**config.mk**
```make
export PLATFORM = sky130hd
export DESIGN_NAME = ush_sideband
export DESIGN_NICKNAME = d
export VERILOG_FILES = /design/src/hdl/ush_pkg.sv /design/src/hdl/ush_hw_attr.sv /design/src/hdl/ush_sideband.sv
export VERILOG_INCLUDE_DIRS = /design/src /design/src/hdl
export SDC_FILE = /design/constraint.sdc
export NUM_CORES = 1
export LEC_CHECK = 0
export BUFFER_PORTS_ARGS = -buffer_cell sky130_fd_sc_hd__buf_2
export CORE_MARGIN = 2
export CORE_UTILIZATION = 46
export CTS_CLUSTER_DIAMETER = 200
export CTS_CLUSTER_SIZE = 8
export DETAILED_ROUTE_END_ITERATION = 12
export GPL_TIMING_DRIVEN = 0
export PLACE_DENSITY = 0.75
export SKIP_CTS_REPAIR_TIMING = 1
export SYNTH_ARGS = -nofsm -noshare
export SYNTH_HDL_FRONTEND = slang
export SYNTH_SLANG_ARGS = --single-unit
```
**constraint.sdc**
```tcl
create_clock -name clk -period 1.48 [get_ports clk]
set_input_delay 0.296 -clock clk [delete_from_list [all_inputs] [get_ports clk]]
set_output_delay 0.296 -clock clk [all_outputs]
set_load 0.02 [all_outputs]
```
**src/hdl/ush_params.svh**
```systemverilog
// constants for the user sideband hardware attribute block
`ifndef USH_PARAMS_SVH
`define USH_PARAMS_SVH

// configured low user width carried through unchanged
`define USH_CFG_USER_WIDTH   8
// number of appended attribute bits
`define USH_EXT_WIDTH        13
// field positions inside the appended bits, relative to the configured width
`define USH_EXT_S1_LSB       0
`define USH_EXT_S2_LSB       4
`define USH_EXT_CTX_LSB      8
`define USH_EXT_OC_BIT       12
// width of each hardware attribute field
`define USH_ATTR_WIDTH       4

// register byte offsets
`define USH_OFS_CTRL         12'h000
`define USH_OFS_LAST         12'h004
`define USH_OFS_COUNT        12'h008
// control field positions
`define USH_CTRL_S1_LSB      0
`define USH_CTRL_S2_LSB      4
// last-attribute field positions
`define USH_LAST_AR_LSB      0
`define USH_LAST_AW_LSB      16
// count field positions
`define USH_COUNT_AR_LSB     0
`define USH_COUNT_AW_LSB     16
`define USH_COUNT_WIDTH      16
// reset values
`define USH_CTRL_RESET       8'h00

`endif

```
**src/hdl/ush_pkg.sv**
```systemverilog
// types shared by the user sideband hardware attribute block
`default_nettype none
`include "ush_params.svh"

package ush_pkg;

   localparam int USH_W = `USH_CFG_USER_WIDTH;
   localparam int USH_X = `USH_EXT_WIDTH;

   // one translated transaction arriving from upstream with its response fields
   typedef struct packed {
      logic [USH_W-1:0]               user;
      logic [`USH_ATTR_WIDTH-1:0]     ctx_attr;
      logic [`USH_ATTR_WIDTH-1:0]     s1_desc_hi;
      logic [`USH_ATTR_WIDTH-1:0]     s2_desc_hi;
      logic                           s1_en;
      logic                           s2_en;
      logic                           outer_cacheable;
   } ush_req_s;

   // appended sideband bits, msb first as they sit on the bus
   typedef struct packed {
      logic                           outer_cacheable;
      logic [`USH_ATTR_WIDTH-1:0]     context_attr_field;
      logic [`USH_ATTR_WIDTH-1:0]     stage2_hw_attr;
      logic [`USH_ATTR_WIDTH-1:0]     stage1_hw_attr;
   } ush_ext_s;

   // full downstream sideband word
   typedef struct packed {
      ush_ext_s                       ext;
      logic [USH_W-1:0]               user;
   } ush_user_s;

   // one output register slice
   typedef struct packed {
      logic                           vld;
      ush_user_s                      data;
   } ush_slot_s;

   // software permission masks
   typedef struct packed {
      logic [`USH_ATTR_WIDTH-1:0]     s2_perm;
      logic [`USH_ATTR_WIDTH-1:0]     s1_perm;
   } ush_ctrl_s;

   // whole state of the top module
   typedef struct packed {
      ush_slot_s                      ar;
      ush_slot_s                      aw;
      ush_ctrl_s                      ctrl;
      ush_ext_s                       last_ar;
      ush_ext_s                       last_aw;
      logic [`USH_COUNT_WIDTH-1:0]    cnt_ar;
      logic [`USH_COUNT_WIDTH-1:0]    cnt_aw;
      logic [31:0]                    prdata;
      logic                           pslverr;
   } ush_state_s;

endpackage : ush_pkg

`default_nettype wire

```
**src/hdl/ush_hw_attr.sv**
```systemverilog
// builds the appended attribute bits for one transaction
`default_nettype none
`include "ush_params.svh"

module ush_hw_attr
   import ush_pkg::*;
(
   input  wire ush_req_s  req,
   input  wire ush_ctrl_s ctrl,
   output ush_ext_s       ext
);

   logic [`USH_ATTR_WIDTH-1:0] s1_ok;
   logic [`USH_ATTR_WIDTH-1:0] s2_ok;

   // a bit counts as permitted only while its stage translates
   assign s2_ok = ctrl.s2_perm & {`USH_ATTR_WIDTH{req.s2_en}};
   assign s1_ok = ctrl.s1_perm & {`USH_ATTR_WIDTH{req.s1_en}};

   always_comb begin
      ext                    = '0;
      ext.outer_cacheable    = req.outer_cacheable;
      ext.context_attr_field = req.ctx_attr;
      // stage 2 owns a bit whenever it may use it, so stage 1 yields
      ext.stage2_hw_attr     = req.s2_desc_hi & s2_ok;
      ext.stage1_hw_attr     = req.s1_desc_hi & s1_ok & ~s2_ok;
   end

endmodule // ush_hw_attr

`default_nettype wire

```
**src/hdl/ush_sideband.sv**
```systemverilog
// user sideband extender: appends hardware attribute bits to read and write user
`default_nettype none
`include "ush_params.svh"

module ush_sideband
   import ush_pkg::*;
(
   input  wire logic        clk,
   input  wire logic        rst_n,
   // apb slave
   input  wire logic        psel,
   input  wire logic        penable,
   input  wire logic        pwrite,
   input  wire logic [11:0] paddr,
   input  wire logic [31:0] pwdata,
   input  wire logic [3:0]  pstrb,
   output logic      [31:0] prdata,
   output logic             pready,
   output logic             pslverr,
   // read channel, upstream
   input  wire logic        ar_up_vld,
   output logic             ar_up_rdy,
   input  wire ush_req_s    ar_up,
   // read channel, downstream
   output logic             ar_dn_vld,
   input  wire logic        ar_dn_rdy,
   output ush_user_s        ar_dn_user,
   // write channel, upstream
   input  wire logic        aw_up_vld,
   output logic             aw_up_rdy,
   input  wire ush_req_s    aw_up,
   // write channel, downstream
   output logic             aw_dn_vld,
   input  wire logic        aw_dn_rdy,
   output ush_user_s        aw_dn_user
);

   typedef enum logic [3:0] {
      USH_SEL_NONE  = 4'h1,
      USH_SEL_CTRL  = 4'h2,
      USH_SEL_LAST  = 4'h4,
      USH_SEL_COUNT = 4'h8
   } ush_sel_e;

   ush_state_s state_r;
   ush_state_s state_nxt;
   ush_ext_s   ar_ext;
   ush_ext_s   aw_ext;
   ush_sel_e   rd_sel;
   ush_sel_e   wr_sel;
   logic       apb_setup;
   logic       apb_write;
   logic       ar_take;
   logic       aw_take;
   logic       ar_give;
   logic       aw_give;

   // address decode, shared by the read and write paths
   function automatic ush_sel_e reg_sel(input logic [11:0] addr);
      ush_sel_e s;
      s = USH_SEL_NONE;
      if (addr == `USH_OFS_CTRL) begin
         s = USH_SEL_CTRL;
      end else if (addr == `USH_OFS_LAST) begin
         s = USH_SEL_LAST;
      end else if (addr == `USH_OFS_COUNT) begin
         s = USH_SEL_COUNT;
      end
      return s;
   endfunction

   // one-deep register slice; accepts a new word whenever it is empty or draining
   function automatic ush_slot_s slot_step(input ush_slot_s cur,
                                           input logic      take,
                                           input logic      give,
                                           input ush_user_s word);
      ush_slot_s n;
      n = cur;
      if (take) begin
         n.vld  = 1'b1;
         n.data = word;
      end else if (give) begin
         n.vld  = 1'b0;
      end
      return n;
   endfunction

   // full sideband word: configured bits below, attribute bits above
   function automatic ush_user_s build_user(input ush_req_s req, input ush_ext_s ext);
      ush_user_s u;
      u      = '0;
      u.user = req.user;
      u.ext  = ext;
      return u;
   endfunction

   ush_hw_attr u_ar_attr (
      .req  (ar_up),
      .ctrl (state_r.ctrl),
      .ext  (ar_ext)
   );

   ush_hw_attr u_aw_attr (
      .req  (aw_up),
      .ctrl (state_r.ctrl),
      .ext  (aw_ext)
   );

   // handshakes are combinational so a full slice still streams one word a cycle
   assign ar_up_rdy = !state_r.ar.vld || ar_dn_rdy;
   assign aw_up_rdy = !state_r.aw.vld || aw_dn_rdy;
   assign ar_take   = ar_up_vld && ar_up_rdy;
   assign aw_take   = aw_up_vld && aw_up_rdy;
   assign ar_give   = state_r.ar.vld && ar_dn_rdy;
   assign aw_give   = state_r.aw.vld && aw_dn_rdy;

   assign apb_setup = psel && !penable;
   assign apb_write = psel && penable && pwrite;
   assign rd_sel    = reg_sel(paddr);
   assign wr_sel    = reg_sel(paddr);

   always_comb begin
      state_nxt = state_r;

      // sideband path, read and write channels alike
      state_nxt.ar = slot_step(state_r.ar, ar_take, ar_give, build_user(ar_up, ar_ext));
      state_nxt.aw = slot_step(state_r.aw, aw_take, aw_give, build_user(aw_up, aw_ext));
      if (ar_take) begin
         state_nxt.last_ar = ar_ext;
      end
      if (aw_take) begin
         state_nxt.last_aw = aw_ext;
      end
      // counters wrap; software takes differences
      if (ar_give) begin
         state_nxt.cnt_ar = state_r.cnt_ar + `USH_COUNT_WIDTH'(1);
      end
      if (aw_give) begin
         state_nxt.cnt_aw = state_r.cnt_aw + `USH_COUNT_WIDTH'(1);
      end

      // read data is captured in the setup cycle so prdata comes from a flop
      if (apb_setup) begin
         state_nxt.prdata  = '0;
         state_nxt.pslverr = 1'b0;
         unique case (rd_sel)
            USH_SEL_CTRL: begin
               state_nxt.prdata[`USH_CTRL_S1_LSB +: `USH_ATTR_WIDTH] = state_r.ctrl.s1_perm;
               state_nxt.prdata[`USH_CTRL_S2_LSB +: `USH_ATTR_WIDTH] = state_r.ctrl.s2_perm;
            end
            USH_SEL_LAST: begin
               state_nxt.prdata[`USH_LAST_AR_LSB +: USH_X] = state_r.last_ar;
               state_nxt.prdata[`USH_LAST_AW_LSB +: USH_X] = state_r.last_aw;
            end
            USH_SEL_COUNT: begin
               state_nxt.prdata[`USH_COUNT_AR_LSB +: `USH_COUNT_WIDTH] = state_r.cnt_ar;
               state_nxt.prdata[`USH_COUNT_AW_LSB +: `USH_COUNT_WIDTH] = state_r.cnt_aw;
            end
            USH_SEL_NONE: begin
               state_nxt.pslverr = 1'b1;
            end
         endcase
      end

      // writes land at the access edge; only byte lane 0 holds control bits
      if (apb_write && wr_sel == USH_SEL_CTRL && pstrb[0]) begin
         state_nxt.ctrl.s1_perm = pwdata[`USH_CTRL_S1_LSB +: `USH_ATTR_WIDTH];
         state_nxt.ctrl.s2_perm = pwdata[`USH_CTRL_S2_LSB +: `USH_ATTR_WIDTH];
      end
   end

   always_ff @(posedge clk or negedge rst_n) begin
      if (!rst_n) begin
         state_r      <= '0;
         state_r.ctrl <= `USH_CTRL_RESET;
      end else begin
         state_r      <= state_nxt;
      end
   end

   assign prdata     = state_r.prdata;
   assign pslverr    = state_r.pslverr && psel && penable;
   // zero-wait slave: every access phase completes in its first cycle
   assign pready     = 1'b1;

   assign ar_dn_vld  = state_r.ar.vld;
   assign aw_dn_vld  = state_r.aw.vld;
   // bit order of the struct places oc, context, stage 2, stage 1 above user
   assign ar_dn_user = state_r.ar.data;
   assign aw_dn_user = state_r.aw.data;

endmodule // ush_sideband

`default_nettype wire

```
==> summary.md <==
| Metric | Value |
|---|---|
| Synthesized area per cell | 11.5 sq um |
| CTS tree | built |
| Clk root buf | clkbuf_16 |
| Clock Skew | 0.00533 ns |
| DP Cell Count | 782 |
| Drt pass-1 iters | 4 |
| Post-synthesis cell type with the largest combined area | dfrtp_1 |
| Fin nets | 763 |
| TNS Setup | 0 ns |
| Area share of the largest cell type after synthesis | 52.6% |
| Die Y | 114 microns |
| EDFF count, synth | 0 |
| Commonest cells post-synth | dfrtp_1, buf_4, nand2_1 |
| Leakage | 3.72 nW |
| Hold wc startpoint | ar_up_vld |
| Minimum clock period | 1.46 ns |
| Slew Limit Fails | 0 |
| Antenna cell count | 0 |
| Highest-delay cell along the critical path | dfrtp_1 |
| Slew margin rel. | 62.6% |
| Share of cells above drive strength 1 | 51.7% |
| Seq/Total Area, Yosys | 52.6% |
| Final Cell Area | 7220 sq um |
| Global-route wire length before repair | 20300 microns |
| Status | complete, no violations |
| Top FF cell, synth | dfrtp_1 |
| Post-Synthesis Cell Area | 5560 sq um |
| Core box area | 11900 sq um |
| Number of port buffers | 152 |
| Crit-path max FO | 5 |
| MaxCap Viol Count | 0 |
| Yosys cell types | 37 |
| CP required | 1.77 ns |
| Max VDD drop | 0.708 mV |
| Async SR Flop Fraction | 100% |
| Area after DPL | 6570 sq um |
| Die ar. | 13000 sq um |
| Die Width | 114 microns |
| Post-synthesis register bit count | 117 |
| CTS Buf Count | 17 |
| Setup Viol. Count Final | 0 |
| Dominant cells by area after synthesis | dfrtp_1, buf_4, mux2_2 |
| Area Overhead vs Synth | 29.8% |
| Setup Crit Path Kind | flop to flop |
| DPL Wire Length | 9320 microns |
| Crit path launch | aw_dn_vld |
| Fmax | 0.686 GHz |
| Clock Sinks | 117 |
| Worst-Margin Slew | 0.557 ns |
| Clock buffer depth | 2 |
| Starting density of the core | 46.7% |
| Vias per inst | 5.10 |
| Synth Instances | 482 |
| Total global-route track usage | 20.2% |
| Most frequent cell after synthesis | dfrtp_1 |
| Syn. warnings | 0 |
| Worst Hold Class | input pin to flop |
| Clock-pin slew on the worst setup and hold paths | 0.05 ns |
| GRT overflow | 0 |
| Tot Pwr | 8.72 mW |
| Final wirelength | 12700 microns |
| Via count | 4158 |
| CP arrival | 1.75 ns |
| Clock latency on the worst-skew pair | 0.41 ns |
| CP endpoint kind | flop |
| CP Launch Type | flop |
| Crit-path max cell delay | 0.43 ns |
| Routability cong. | 0.857 |
| Tcrit/Tclk final | 98.5% |
| Antenna Nets Post-Route | 0 |
| Drt drc | 0 |
| Initial antenna violation count | 0 |
| Syn nets | 587 |
| Pwr/cell area | 1210 nW/um^2 |
| Pin count of the biggest net entering global routing | 66 |
| Finished Layout Cells | 816 |
| Crit-path cells | nand4_1 -> nor3b_4 -> nand3_1 -> xnor2_1 |
| Starting DRT DRC Count | 204 |
| R2r startpoint | aw_dn_vld |
| Vias in the first global route | 4221 |
| H-tree depth | 4 |
| R2r setup slk | 0.02 ns |
| Final Hold Vio Count | 0 |
| Wire length per cell | 15.6 microns |
| # IOs | 183 |
| Cell Rows | 40 |
## placed cells by master (no fill, tap or decap), drive strengths merged
cell	n
xnor2	21
nor3	5
nand3	22
conb	1
dlygate4sd3	1
and4	1
buf	238
clkbuf	37
or4	2
bufinv	1
a22oi	9
xor2	9
nand2b	5
nor3b	1
and2	22
nand4	14
inv	3
nor2	10
and4b	1
o21ai	24
and3	5
a22o	6
a221o	18
a211oi	1
clkinv	3
ha	2
mux2	44
dfrtp	117
nand2	46
## stage by stage
stage | utilization (%) | setup WS [ns] | hold slack [ns]
detailed placement | 55.1 | -0.411 | 0.295
global placement | 54.8 | -1.25 | 0.462
finish | 60.6 | 0.0227 | 0.0946
CTS | 59.8 | -0.290 | -0.152
floorplan | - | -0.150 | 0.000409
global route | 60.6 | -0.0842 | 0.0917
## registers in the layout, summed over array words and instances, names as in the netlist
signal and cells:
prdata 32, aw_dn_user 8, ar_dn_user 8, state_r 67
ar_dn_vld 1, aw_dn_vld 1
## path summary, 6_finish.rpt
check                                 to  cells after the start
setup / recovery             state_r[46]                      4
hold / removal                 ar_dn_vld                      2
setup reg to reg             state_r[46]                      4
hold reg to reg              state_r[64]                      1
max in group asynchronous  aw_dn_user[2]                      3
min in group asynchronous    state_r[33]                      2
## kinds of logic after synthesis
kind of cell / after synthesis / share of synthesized area [%]
xor gates and xnor gates: 30 / 4.72
muxes: 44 / 8.90
and+or+nand+nor: 134 / 12.8
DFF: 117 / 52.6
adders and majority gates: 2 / 0.450
AOI/OAI and AO/OA: 58 / 7.78
other: 1 / 0.0674
buffers and inverters: 96 / 12.6
## routing by layer
layer / GRT usage (%) / part of all wire [%]
met5: 0 / 0
met1: 25.3 / 43
met3: 5.05 / 5.3
met2: 33.4 / 49
met4: 8.86 / 2.4
## area by class of cell
class | instances | area [sq um]
sequential | 117 | 2930
multi-input combinational | 269 | 2010
tap | 147 | 184
buffer | 92 | 701
clock buffer | 26 | 509
inverter | 3 | 11.3
timing repair buffer | 158 | 835
fill | 995 | 4690
clock inverter | 4 | 45.0
## report_power, final
group          switching, mW  internal (mW)
clock network           1.33           2.50
logic                  0.583          0.559
registers              0.274           3.47
## worst max-delay path, delay by kind of cell, from the launching register on
kind	cells	cell delay (ns)
xor gates and xnor gates	1	0.14
and+or+nand+nor	3	0.77
DFF	1	0.43
(Power assumes the default switching activity.)
